<file path="src/hw/cllc_pkg.sv">
// Package: constants and types for the capacity limit lock control block
// Notes on behaviour
// - Command F9h with feature 02h is decoded as a lock request.
// - Command F9h with feature 03h is decoded as an unlock request.
// - F9h right after read-native-max is a max-address set, features ignored.
// - An accepted lock request puts the device in the locked state.
// - Locked state rejects every sub-command except unlock and freeze-lock.
// - Locked holds until power cycle or accepted unlock or freeze-lock.
// - Unlock takes exactly one data sector; its password is compared.
// - Password mismatch aborts the command and decrements the attempt counter.
// - Attempt counter starts at 5, minus one per mismatch.
// - Counter at zero rejects all unlocks until hard reset or power off.
// - Matching password enters unlocked state; features 01h-04h accepted, other features aborted.
// - Stored password is volatile; lost on power cycle.
// - Locked or frozen state answers disallowed commands with abort.
// - Freeze-lock enters frozen state; all later sub-commands rejected.
package cllc_pkg;

  // APB byte offsets
  localparam logic [7:0] CLLC_OFS_CMD     = 8'h00;
  localparam logic [7:0] CLLC_OFS_FEAT    = 8'h04;
  localparam logic [7:0] CLLC_OFS_DATA    = 8'h08;
  localparam logic [7:0] CLLC_OFS_ERR     = 8'h0C;
  localparam logic [7:0] CLLC_OFS_STAT    = 8'h10;
  localparam logic [7:0] CLLC_OFS_STATE   = 8'h14;
  localparam logic [7:0] CLLC_OFS_PWSET   = 8'h18;
  localparam logic [7:0] CLLC_OFS_IRQ_ST  = 8'h1C;
  localparam logic [7:0] CLLC_OFS_IRQ_MSK = 8'h20;

  // Command and feature codes
  localparam logic [7:0] CLLC_CMD_SETMAX  = 8'hF9;
  localparam logic [7:0] CLLC_CMD_RDNAT   = 8'hF8;
  localparam logic [7:0] CLLC_FEAT_SETPW  = 8'h01;
  localparam logic [7:0] CLLC_FEAT_LOCK   = 8'h02;
  localparam logic [7:0] CLLC_FEAT_UNLOCK = 8'h03;
  localparam logic [7:0] CLLC_FEAT_FREEZE = 8'h04;

  // Error and status bit positions
  localparam int CLLC_ERR_ABORT_BIT = 2;
  localparam int CLLC_ST_BSY_BIT    = 7;
  localparam int CLLC_ST_RDY_BIT    = 6;
  localparam int CLLC_ST_DRQ_BIT    = 3;
  localparam int CLLC_ST_ERR_BIT    = 0;

  // State register fields
  localparam int CLLC_STATE_LSB = 0;
  localparam int CLLC_CNT_LSB   = 4;
  localparam int CLLC_RDNAT_BIT = 8;

  // Password set register fields
  localparam int CLLC_PW_IDX_LSB = 16;

  // Interrupt status bits
  localparam int CLLC_IRQ_DONE_BIT  = 0;
  localparam int CLLC_IRQ_ABORT_BIT = 1;
  localparam int CLLC_IRQ_EXH_BIT   = 2;
  localparam int CLLC_IRQ_W         = 3;

  // Reset values and counts
  localparam logic [2:0]  CLLC_ATTEMPTS_RST = 3'h5;
  localparam logic [7:0]  CLLC_STAT_RST     = 8'h40;
  localparam logic [7:0]  CLLC_ERR_RST      = 8'h00;
  localparam int          CLLC_SECTOR_WORDS = 256;
  localparam int          CLLC_PW_FIRST     = 1;
  localparam int          CLLC_PW_WORDS     = 16;

  typedef enum logic [1:0] {
    CLLC_UNLOCKED = 2'b00,
    CLLC_LOCKED   = 2'b01,
    CLLC_FROZEN   = 2'b10
  } cllc_lock_t;

  typedef enum logic [1:0] {
    CLLC_IDLE  = 2'b00,
    CLLC_EXEC  = 2'b01,
    CLLC_XFER  = 2'b10,
    CLLC_CHECK = 2'b11
  } cllc_fsm_t;

endpackage : cllc_pkg

</file>
<file path="src/hw/cllc_pw_cmp.sv">
// Password store and one-sector password compare
`timescale 1ns/1ps
module cllc_pw_cmp
  import cllc_pkg::*;
#(
  parameter int SECTOR_WORDS = CLLC_SECTOR_WORDS,
  parameter int PW_WORDS     = CLLC_PW_WORDS
) (
  input  wire logic        clk_sys_in,
  input  wire logic        rst_n_in,
  input  wire logic        pw_we_in,
  input  wire logic [3:0]  pw_idx_in,
  input  wire logic [15:0] pw_data_in,
  input  wire logic        start_in,
  input  wire logic        word_vld_in,
  input  wire logic [15:0] word_in,
  output logic             done_out,
  output logic             match_out
);

  logic [15:0] pw_mem_q [PW_WORDS];
  logic [8:0]  wcnt_q;
  logic        busy_q;
  logic        mism_q;
  logic        done_q;
  logic        match_q;

  wire         in_pw   = (int'(wcnt_q) >= CLLC_PW_FIRST) &&
                         (int'(wcnt_q) < CLLC_PW_FIRST + PW_WORDS);
  wire  [3:0]  pw_sel  = 4'(wcnt_q - 9'(CLLC_PW_FIRST));
  wire         bad     = in_pw && (word_in != pw_mem_q[pw_sel]);
  wire         last    = int'(wcnt_q) == SECTOR_WORDS - 1;
  wire         take    = busy_q && word_vld_in;

  // Volatile store, cleared by reset like a power cycle
  always_ff @(posedge clk_sys_in or negedge rst_n_in) begin
    if (!rst_n_in) begin
      for (int i = 0; i < PW_WORDS; i++) begin
        pw_mem_q[i] <= 16'h0000;
      end
    end else if (pw_we_in) begin
      pw_mem_q[pw_idx_in] <= pw_data_in;
    end
  end

  // Exactly one sector is taken, then compare result
  always_ff @(posedge clk_sys_in or negedge rst_n_in) begin
    if (!rst_n_in) begin
      wcnt_q  <= 9'h000;
      busy_q  <= 1'b0;
      mism_q  <= 1'b0;
      done_q  <= 1'b0;
      match_q <= 1'b0;
    end else begin
      done_q <= take && last;
      if (start_in) begin
        wcnt_q <= 9'h000;
        busy_q <= 1'b1;
        mism_q <= 1'b0;
      end else if (take) begin
        wcnt_q <= wcnt_q + 9'h001;
        mism_q <= mism_q | bad;
        if (last) begin
          busy_q  <= 1'b0;
          match_q <= !(mism_q | bad);
        end
      end
    end
  end

  assign done_out  = done_q;
  assign match_out = match_q;

endmodule : cllc_pw_cmp

</file>
<file path="src/hw/cllc_top.sv">
// Capacity limit lock control: command FSM with APB register access
`timescale 1ns/1ps
module cllc_top
  import cllc_pkg::*;
(
  input  wire logic        clk_sys_in,
  input  wire logic        rst_n_in,
  input  wire logic        psel_in,
  input  wire logic        penable_in,
  input  wire logic        pwrite_in,
  input  wire logic [7:0]  paddr_in,
  input  wire logic [31:0] pwdata_in,
  output logic             pready_out,
  output logic             pslverr_out,
  output logic [31:0]      prdata_out,
  output logic             irq_out
);

  // APB decode; one wait state so read data comes from a flop
  logic        ack_q;
  logic [31:0] prdata_q;
  logic        slverr_q;

  wire access   = psel_in && penable_in;
  wire first    = access && !ack_q;
  wire fin      = access && ack_q;
  wire wr_fin   = fin && pwrite_in;
  wire rd_fin   = fin && !pwrite_in;

  wire hit_cmd  = paddr_in == CLLC_OFS_CMD;
  wire hit_feat = paddr_in == CLLC_OFS_FEAT;
  wire hit_data = paddr_in == CLLC_OFS_DATA;
  wire hit_err  = paddr_in == CLLC_OFS_ERR;
  wire hit_stat = paddr_in == CLLC_OFS_STAT;
  wire hit_st   = paddr_in == CLLC_OFS_STATE;
  wire hit_pw   = paddr_in == CLLC_OFS_PWSET;
  wire hit_ist  = paddr_in == CLLC_OFS_IRQ_ST;
  wire hit_imsk = paddr_in == CLLC_OFS_IRQ_MSK;
  wire mapped   = hit_cmd | hit_feat | hit_data | hit_err | hit_stat |
                  hit_st | hit_pw | hit_ist | hit_imsk;

  // Command engine state
  cllc_fsm_t   fsm_q;
  cllc_fsm_t   fsm_d;
  cllc_lock_t  lock_q;
  cllc_lock_t  lock_d;
  logic [7:0]  cmd_q;
  logic [7:0]  feat_q;
  logic [2:0]  cnt_q;
  logic [2:0]  cnt_d;
  logic        rdnat_q;
  logic        rdnat_d;
  logic        setmax_q;
  logic        bsy_q;
  logic        drq_q;
  logic        errf_q;
  logic        abort_q;
  logic        bsy_d;
  logic        drq_d;
  logic        errf_d;
  logic        abort_d;
  logic        cmp_start;
  logic        ev_done;
  logic        ev_abort;
  logic        ev_exh;
  logic [CLLC_IRQ_W-1:0] irq_st_q;
  logic [CLLC_IRQ_W-1:0] irq_msk_q;

  wire cmp_done;
  wire cmp_match;

  // New command only when not busy and not mid-transfer
  wire cmd_go   = wr_fin && hit_cmd && (fsm_q == CLLC_IDLE);
  wire word_vld = wr_fin && hit_data && (fsm_q == CLLC_XFER);

  // Sub-command decode
  wire is_setmax = cmd_q == CLLC_CMD_SETMAX;
  wire f_setpw   = feat_q == CLLC_FEAT_SETPW;
  wire f_lock    = feat_q == CLLC_FEAT_LOCK;
  wire f_unlock  = feat_q == CLLC_FEAT_UNLOCK;
  wire f_freeze  = feat_q == CLLC_FEAT_FREEZE;
  wire is_frozen = lock_q == CLLC_FROZEN;
  wire is_locked = lock_q == CLLC_LOCKED;
  wire cnt_zero  = cnt_q == 3'h0;

  // Accept or reject an F9h sub-command in the current lock state
  wire sub_ok = setmax_q  ? !is_locked && !is_frozen :
                is_frozen ? 1'b0 :
                is_locked ? (f_unlock || f_freeze) :
                (f_setpw || f_lock || f_unlock || f_freeze);
  wire unlock_ok = f_unlock && !setmax_q && !cnt_zero;

  always_comb begin
    fsm_d     = fsm_q;
    lock_d    = lock_q;
    cnt_d     = cnt_q;
    rdnat_d   = rdnat_q;
    bsy_d     = bsy_q;
    drq_d     = drq_q;
    errf_d    = errf_q;
    abort_d   = abort_q;
    cmp_start = 1'b0;
    ev_done   = 1'b0;
    ev_abort  = 1'b0;
    ev_exh    = 1'b0;
    case (fsm_q)
      CLLC_IDLE: begin
        if (cmd_go) begin
          fsm_d   = CLLC_EXEC;
          bsy_d   = 1'b1;
          errf_d  = 1'b0;
          abort_d = 1'b0;
        end
      end
      CLLC_EXEC: begin
        rdnat_d = cmd_q == CLLC_CMD_RDNAT;
        fsm_d   = CLLC_IDLE;
        bsy_d   = 1'b0;
        ev_done = 1'b1;
        if (is_setmax) begin
          if (!sub_ok || (f_unlock && !setmax_q && !unlock_ok)) begin
            errf_d   = 1'b1;
            abort_d  = 1'b1;
            ev_abort = 1'b1;
          end else if (setmax_q) begin
            lock_d = lock_q;
          end else if (f_lock) begin
            lock_d = CLLC_LOCKED;
          end else if (f_freeze) begin
            lock_d = CLLC_FROZEN;
          end else if (f_unlock) begin
            fsm_d     = CLLC_XFER;
            bsy_d     = 1'b0;
            drq_d     = 1'b1;
            cmp_start = 1'b1;
            ev_done   = 1'b0;
          end
        end
      end
      CLLC_XFER: begin
        if (word_vld) begin
          drq_d = 1'b1;
        end
        if (cmp_done) begin
          fsm_d = CLLC_CHECK;
          drq_d = 1'b0;
          bsy_d = 1'b1;
        end
      end
      CLLC_CHECK: begin
        fsm_d   = CLLC_IDLE;
        bsy_d   = 1'b0;
        ev_done = 1'b1;
        if (cmp_match) begin
          lock_d = CLLC_UNLOCKED;
        end else begin
          errf_d   = 1'b1;
          abort_d  = 1'b1;
          ev_abort = 1'b1;
          cnt_d    = cnt_q - 3'h1;
          ev_exh   = cnt_q == 3'h1;
        end
      end
      default: begin
        fsm_d = CLLC_IDLE;
        bsy_d = 1'b0;
        drq_d = 1'b0;
      end
    endcase
  end

  // Lock state only leaves locked via unlock, freeze or reset paths
  always_ff @(posedge clk_sys_in or negedge rst_n_in) begin
    if (!rst_n_in) begin
      fsm_q   <= CLLC_IDLE;
      lock_q  <= CLLC_UNLOCKED;
      cnt_q   <= CLLC_ATTEMPTS_RST;
      rdnat_q <= 1'b0;
      bsy_q   <= CLLC_STAT_RST[CLLC_ST_BSY_BIT];
      drq_q   <= CLLC_STAT_RST[CLLC_ST_DRQ_BIT];
      errf_q  <= CLLC_STAT_RST[CLLC_ST_ERR_BIT];
      abort_q <= CLLC_ERR_RST[CLLC_ERR_ABORT_BIT];
    end else begin
      fsm_q   <= fsm_d;
      lock_q  <= lock_d;
      cnt_q   <= cnt_d;
      rdnat_q <= rdnat_d;
      bsy_q   <= bsy_d;
      drq_q   <= drq_d;
      errf_q  <= errf_d;
      abort_q <= abort_d;
    end
  end

  // Command, feature and prior-command capture
  always_ff @(posedge clk_sys_in or negedge rst_n_in) begin
    if (!rst_n_in) begin
      cmd_q    <= 8'h00;
      feat_q   <= 8'h00;
      setmax_q <= 1'b0;
    end else begin
      if (wr_fin && hit_feat && fsm_q == CLLC_IDLE) begin
        feat_q <= pwdata_in[7:0];
      end
      if (cmd_go) begin
        cmd_q    <= pwdata_in[7:0];
        setmax_q <= rdnat_q;
      end
    end
  end

  cllc_pw_cmp #(
    .SECTOR_WORDS (CLLC_SECTOR_WORDS),
    .PW_WORDS     (CLLC_PW_WORDS)
  ) u_pw_cmp (
    .clk_sys_in  (clk_sys_in),
    .rst_n_in    (rst_n_in),
    .pw_we_in    (wr_fin && hit_pw),
    .pw_idx_in   (pwdata_in[CLLC_PW_IDX_LSB +: 4]),
    .pw_data_in  (pwdata_in[15:0]),
    .start_in    (cmp_start),
    .word_vld_in (word_vld),
    .word_in     (pwdata_in[15:0]),
    .done_out    (cmp_done),
    .match_out   (cmp_match)
  );

  // Register images
  wire [7:0] err_img  = 8'(abort_q) << CLLC_ERR_ABORT_BIT;
  wire [7:0] stat_img = (8'(bsy_q) << CLLC_ST_BSY_BIT) |
                        (8'(!bsy_q) << CLLC_ST_RDY_BIT) |
                        (8'(drq_q) << CLLC_ST_DRQ_BIT) |
                        (8'(errf_q) << CLLC_ST_ERR_BIT);
  wire [31:0] st_img  = (32'(lock_q) << CLLC_STATE_LSB) |
                        (32'(cnt_q) << CLLC_CNT_LSB) |
                        (32'(rdnat_q) << CLLC_RDNAT_BIT);
  wire [31:0] rd_mux  = hit_cmd  ? {24'h000000, cmd_q} :
                        hit_feat ? {24'h000000, feat_q} :
                        hit_err  ? {24'h000000, err_img} :
                        hit_stat ? {24'h000000, stat_img} :
                        hit_st   ? st_img :
                        hit_ist  ? 32'(irq_st_q) :
                        hit_imsk ? 32'(irq_msk_q) : 32'h00000000;

  // Events: set wins over the read clear
  wire [CLLC_IRQ_W-1:0] ev_vec = {ev_exh, ev_abort, ev_done};
  wire ist_clr = rd_fin && hit_ist;

  always_ff @(posedge clk_sys_in or negedge rst_n_in) begin
    if (!rst_n_in) begin
      irq_st_q  <= '0;
      irq_msk_q <= '0;
    end else begin
      // Clear only what the read returned, so no event is lost
      irq_st_q <= (ist_clr ? (irq_st_q & ~prdata_q[CLLC_IRQ_W-1:0]) :
                   irq_st_q) | ev_vec;
      if (wr_fin && hit_imsk) begin
        irq_msk_q <= pwdata_in[CLLC_IRQ_W-1:0];
      end
    end
  end

  always_ff @(posedge clk_sys_in or negedge rst_n_in) begin
    if (!rst_n_in) begin
      ack_q    <= 1'b0;
      prdata_q <= 32'h00000000;
      slverr_q <= 1'b0;
    end else begin
      ack_q <= first;
      if (first) begin
        prdata_q <= pwrite_in ? 32'h00000000 : rd_mux;
        slverr_q <= !mapped;
      end
    end
  end

  assign pready_out  = fin;
  assign pslverr_out = fin && slverr_q;
  assign prdata_out  = prdata_q;
  assign irq_out     = |(irq_st_q & irq_msk_q);

endmodule : cllc_top

</file>
<file path="config.mk">
export PLATFORM = sky130hd
export DESIGN_NAME = cllc_top
export DESIGN_NICKNAME = d
export VERILOG_FILES = /design/src/hw/cllc_pkg.sv /design/src/hw/cllc_pw_cmp.sv /design/src/hw/cllc_top.sv
export SDC_FILE = /design/constraint.sdc
export NUM_CORES = 1
export LEC_CHECK = 0
export CAP_MARGIN = 25
export CORE_AREA = 4 4 182 184
export DETAILED_ROUTE_END_ITERATION = 10
export DIE_AREA = 0 0 186 188
export DONT_BUFFER_PORTS = 1
export SLEW_MARGIN = 20
export SYNTH_ARGS = -nofsm -noshare
export SYNTH_HDL_FRONTEND = slang
export SYNTH_SLANG_ARGS = --single-unit
</file>
<file path="constraint.sdc">
create_clock -name clk_sys_in -period 11.5 [get_ports clk_sys_in]
set_input_delay 1.15 -clock clk_sys_in [delete_from_list [all_inputs] [get_ports clk_sys_in]]
set_output_delay 1.15 -clock clk_sys_in [all_outputs]
set_load 0.1 [all_outputs]
</file>
=== Word level (Yosys, flattened, before mapping) ===
Cells that the tools add are included.

* Bits in registers: 337
* Input port bits: 45
* Output and inout port bits: 35
* Logic and storage cells: 236

* $add $sub $neg: 3
* Magnitude comparators: 5
* Equality and inequality tests: 35
* Muxes and demuxes: 78
* Bitwise operators: 22
* Reduce and logical (&&, ||, !) cells: 57

{| class="wikitable"
|+ Operator list
! cell !! number
|-
| $bwmux W256 || 1
|-
| $mux W9 || 8
|-
| $bmux W16 S4 || 1
|-
| $demux W16 S4 || 1
|-
| $mux W16 || 3
|-
| $mux W1 || 40
|-
| $eq A8 B5 Y1 const B || 4
|-
| $mux W2 || 14
|-
| $logic_and A1 B1 Y1 || 24
|-
| $ne A2 B2 Y1 const B || 9
|-
| $eq A8 B2 Y1 const B || 2
|-
| $eq A8 B3 Y1 const B || 2
|-
| $eq A8 B4 Y1 const B || 2
|-
| $eq A8 B8 Y1 const B || 2
|-
| $ne A16 B16 Y1 || 1
|-
| $logic_not A1 Y1 || 11
|-
| $ge A5 B5 Y1 const B || 2
|-
| $not A4 Y5 || 2
|-
| $add A9 B1 Y9 const B || 1
|-
| $eq A9 B9 Y1 const B || 1
|-
| $ge A9 B1 Y1 const B || 1
|-
| $lt A9 B5 Y1 const B || 1
|-
| $mux W3 || 3
|-
| $or A1 B1 Y1 || 9
|-
| other kinds (37) || 55
|}

=== Depth between registers and ports, before layout ===
* Depth after elaboration: 14
* Gate-level depth with buffers: 16
* Mapped depth without buffers: 10

=== By module ===
A second synthesis with hierarchy kept.

* Cell total of the unflattened synthesis: 1185
* Area, all modules: 15559.9 µm²

{| class="wikitable"
|+ By module, submodules not included
! module !! instances !! cells each !! area an instance (µm²)
|-
| cllc_pw_cmp || 1 || 901 || 12801.0
|-
| cllc_top || 1 || 284 || 2758.9
|}

=== Worst setup path after synthesis ===
No wires, ideal clock.

* Path kind: in2reg
* Start point: in psel_in
* End point: reg u_pw_cmp.pw_mem_q[120] (netlist bit)
* Library setup time: 0.125 ns
* Data arrival time: 3.938 ns
* Data required time: 11.375 ns
* Path slack: 7.437 ns
* Cell stages on the path: 8
* Cell sequence: and3_1 > and2_1 > nand4_1 > or4_1 > clkbuf_1 > nor2_1 > buf_2 > mux2_2

* Cells in the longest elaborated chain, start to end: 4

{| class="wikitable"
|+ Ends and longest elaborated chain
! element !! RTL line !! text
|-
| from (decl) || cllc_top.sv:8 || <nowiki>input wire logic psel_in,</nowiki>
|-
| $logic_and A1 B1 Y1 || cllc_top.sv:24 || <nowiki>wire access = psel_in && penable_in;</nowiki>
|-
| $logic_and A1 B1 Y1 || cllc_top.sv:26 || <nowiki>wire fin = access && ack_q;</nowiki>
|-
| $logic_and A1 B1 Y1 || cllc_top.sv:27 || <nowiki>wire wr_fin = fin && pwrite_in;</nowiki>
|-
| $logic_and A1 B1 Y1 || cllc_top.sv:218 || <nowiki>.pw_we_in (wr_fin && hit_pw),</nowiki>
|-
| to (signal, indexed assignment) || cllc_pw_cmp.sv:42 || <nowiki>pw_mem_q[pw_idx_in] <= pw_data_in;</nowiki>
|-
| to (decl) || cllc_pw_cmp.sv:21 || <nowiki>logic [15:0] pw_mem_q [PW_WORDS];</nowiki>
|}

Every way passes these cells.
A chain may end at the register's enable or synchronous reset.

=== Worst setup path after layout ===
* Start point: reg u_pw_cmp.wcnt_q[0]
* End point: reg u_pw_cmp.match_q (netlist: u_pw_cmp.match_out)

* Cells in the longest elaborated chain, start to end: 9
* Elaborated cells between the ends (all ways): 14
* Those cells by class: add/sub (1); order compare (2); eq/ne (2); mux (3); bitwise (2); reduce/logical (4)

{| class="wikitable"
|+ Ends and longest elaborated chain
! element !! RTL line !! text
|-
| from (decl) || cllc_pw_cmp.sv:22 || <nowiki>logic [8:0] wcnt_q;</nowiki>
|-
| from (signal assigned) || cllc_pw_cmp.sv:61 || <nowiki>wcnt_q <= wcnt_q + 9'h001;</nowiki>
|-
| $sub A4 B1 Y4 || cllc_pw_cmp.sv:30 || <nowiki>wire [3:0] pw_sel = 4'(wcnt_q - 9'(CLLC_PW_FIRST));</nowiki>
|-
| $not A4 Y5 (implied by the code) || cllc_pw_cmp.sv:31 || <nowiki>wire bad = in_pw && (word_in != pw_mem_q[pw_sel]);</nowiki>
|-
| $bmux W16 S4 || cllc_pw_cmp.sv:31 ||
|-
| $mux W16 (implied by the code) (2 in series) || cllc_pw_cmp.sv:31 ||
|-
| $ne A16 B16 Y1 || cllc_pw_cmp.sv:31 ||
|-
| $logic_and A1 B1 Y1 || cllc_pw_cmp.sv:31 ||
|-
| $or A1 B1 Y1 || cllc_pw_cmp.sv:65 || <nowiki>match_q <= !(mism_q | bad);</nowiki>
|-
| $logic_not A1 Y1 || cllc_pw_cmp.sv:65 ||
|-
| to (signal assigned) || cllc_pw_cmp.sv:65 ||
|-
| to (decl) || cllc_pw_cmp.sv:26 || <nowiki>logic match_q;</nowiki>
|}

Parallel ways exist; a longest one is shown, timed or not. The select of a mux whose other input is x is not followed.

==> flow_metrics.env <==
export IMPL_critPathSlowestCell="dfrtp_4"
export IMPL_grt_max_degree=315
export IMPL_grt_pass1_vias=9447
export IMPL_worst_path_buf_inv=2
export IMPL_crit_type="register to register"
export IMPL_first_pass_iters=4
export IMPL_peakVddDrop_uv=119
export IMPL_synthFlopType="dfrtp_1"
export IMPL_startpoint="u_pw_cmp.wcnt_q[0]"
export IMPL_cts_sinks=314
export IMPL_synth_edff_count=0
export IMPL_cpMostUsedCell="mux2i_1"
export IMPL_drc=0
export IMPL_critical_path_max_stage_delay_ns=0.74
export IMPL_cts_root_buffer="clkbuf_16"
export IMPL_syn_cell_area_um2=15300
export IMPL_finalWirelength_mm=34.8
export IMPL_cts_setup_buffers=0
export IMPL_core_um2=31400
export IMPL_diodes=0
export IMPL_design_area_um2=16900
export IMPL_post_route_period_util_pct=42.7
export IMPL_worst_pin_slew_ns=1.18
export IMPL_hpwlAfterDp_mm=20.7
export IMPL_area_delta_synth_final_pct=10.5
export IMPL_crit_arrival_ns=5.32
export IMPL_slew_headroom_pct=20.6
export IMPL_finClkSkew_ns=0.0182
export IMPL_netlist_top_cells_area="dfrtp_1, mux2_2, mux4_2"
export IMPL_fin_crit_ns=4.91
export IMPL_ys_ff_latch=314
export IMPL_dpl_cell_area_um2=15600
export IMPL_ys_top_cells_by_count="dfrtp_1, mux2_2, mux4_2, clkbuf_1, nand2_1"
export IMPL_worstPathRequired_ns=11.91
export IMPL_syn_inst=1116
export IMPL_antenna_left=0
export IMPL_ctsHoldBuffers=0
export IMPL_setup_viol=0
export IMPL_max_cap_violations=0
export IMPL_grt_pass1_wl_mm=55.2
export IMPL_r2r_start="u_pw_cmp.wcnt_q[0]"
export IMPL_gr_total_overflow=0
export IMPL_powerDensity_nw_per_um2=142
export IMPL_fp_dieW_um=186
export IMPL_clkLatencyLatePin_ns=0.53
export IMPL_start_kind="register"
export IMPL_finalSetupTns_ns=0
export IMPL_synth_seq_area_share_pct=51.5
export IMPL_rsz0062_at_grt="no"
export IMPL_synth_most_common_cell="dfrtp_1"
export IMPL_ys_warn_count=0
export IMPL_grt_total_usage_pct=20.2
export IMPL_port_buffers=0
export IMPL_drive_above_1_share_pct=39.8
export IMPL_syn_area_per_cell_um2=13.7
export IMPL_start_util_pct=48.6
export IMPL_crit_path_end_kind="register"
export IMPL_dieArea_um2=35000
export IMPL_htree_levels=2
export IMPL_critical_path_depth=11
export IMPL_cts_tree="built"
export IMPL_drtIter0Drc=546
export IMPL_fmax_mhz=204
export IMPL_cts_inserted_buffers=36
export IMPL_hold_path_class="input port to async pin"
export IMPL_grt_antenna_before_repair=2
export IMPL_cp_top_family="buffers and inverters"
export IMPL_synth_top_area_cell="dfrtp_1"
export IMPL_fin_nets=1154
export IMPL_cts_buffer_depth=3
export IMPL_cts_repair_resized=0
export IMPL_vias_per_cell=5.90
export IMPL_worstPathCellList="inv_1 > ha_4 > buf_4 > mux4_2 > mux2i_1 > mux2i_1 > xor2_1 > a2111o_1 > nor4_1 > a31oi_1 > o41ai_2"
export IMPL_critPathMaxFanout=52
export IMPL_synth_cell_types=62
export IMPL_n_fill_cell=2645
export IMPL_fp_row_count=65
export IMPL_wl_per_cell_um=22.8
export IMPL_clk_pin_slew_ns=0.06
export IMPL_leakagePower_nw=8.03
export IMPL_ioPinCount=80
export IMPL_synth_top_cell_area_share_pct=51.1
export IMPL_r2r_cells=11
export IMPL_globalplace_congestion=0.824
export IMPL_async_reset_ff_share_pct=100
export IMPL_status="finished clean"
export IMPL_die_h_um=188
export IMPL_vias=8998
export IMPL_drv_slew=0
export IMPL_hold_viol=0
## state kept, by name (all words and copies together), names as in the netlist, 2 cells and up, named ones only
name               cells
irq_msk_q              3
u_pw_cmp.pw_mem_q    256
u_pw_cmp.wcnt_q        9
lock_q                 2
cnt_q                  3
cmd_q                  8
feat_q                 8
prdata_out             9
irq_st_q               3
## cell type report
class	instances	area (µm²)	share of cell area (%)
clock buffer	53	1040	6.19
clock inverter	12	246	1.46
inverter	18	67.6	0.401
multi-input combinational	705	6950	41.2
sequential	314	7860	46.6
tap	402	503	2.98
timing repair buffer	21	188	1.11
## metal layers
metal | track usage [%] | share of wire, % | vias up
li1 | - | - | 4023
met1 | 28.7 | 45 | 4733
met2 | 33.1 | 49 | 193
met3 | 2.89 | 4.6 | 49
met4 | 4.96 | 2.0 | 0
met5 | 0 | 0 | -
## path summary, 6_finish.rpt
path | end | slack (ns)
worst max register to register | u_pw_cmp.match_out | 6.59
worst max-delay path | u_pw_cmp.match_out | 6.59
worst min register to register | slverr_q | 0.47
worst min-delay path | irq_st_q[2] | 0.33
min in group clk_sys_in | slverr_q | 0.47
max in group asynchronous | u_pw_cmp.pw_mem_q[101] | 10.56
## per-stage QoR
stage,total power (W),util [%],hold WS (ns),worst slack [ns],cells
detailed placement,0.00118,49.6,0.462,6.69,1460
finish,0.00239,53.7,0.333,6.59,1525
global placement,0.00118,49.4,0.452,6.69,1456
floorplan,0.00119,-,0.441,7.44,1138
CTS,0.00242,53.7,0.314,6.66,1525
global route,0.00247,53.7,0.308,6.44,1525
## power breakdown
| part | total [W] | internal (W) | switching, W |
|---|---|---|---|
| sequential | 0.00111 | 0.00111 | 0.00000144 |
| combinational | 0.0000509 | 0.00000785 | 0.0000430 |
| clock | 0.00123 | 0.000771 | 0.000463 |
| total | 0.00239 | 0.00189 | 0.000508 |
## cells by family after synthesis
family | synth area share [%]
AND/OR/NAND/NOR | 6.48
AO/OA/AOI/OAI | 4.30
buffers and inverters | 3.90
multiplexers | 31.4
XOR/XNOR | 1.37
other | 0.0246
flip-flops | 51.5
adder cells (fa/ha/maj) | 1.07
## placed cells by master, fill, tap and decap left out, drive strengths merged, types with 15 or more instances in the layout
cell type / netlist / layout
xor2: 15 / 15
o21ai: 25 / 25
mux4: 67 / 67
nor2: 47 / 47
dfrtp: 312 / 312
nand3: 16 / 16
clkbuf: 57 / 53
conb: 1 / 23
mux2i: 15 / 15
buf: 44 / 21
a21oi: 18 / 18
mux2: 278 / 278
nand2: 52 / 52
inv: 18 / 20
Power figures use the tool's default switching activity.
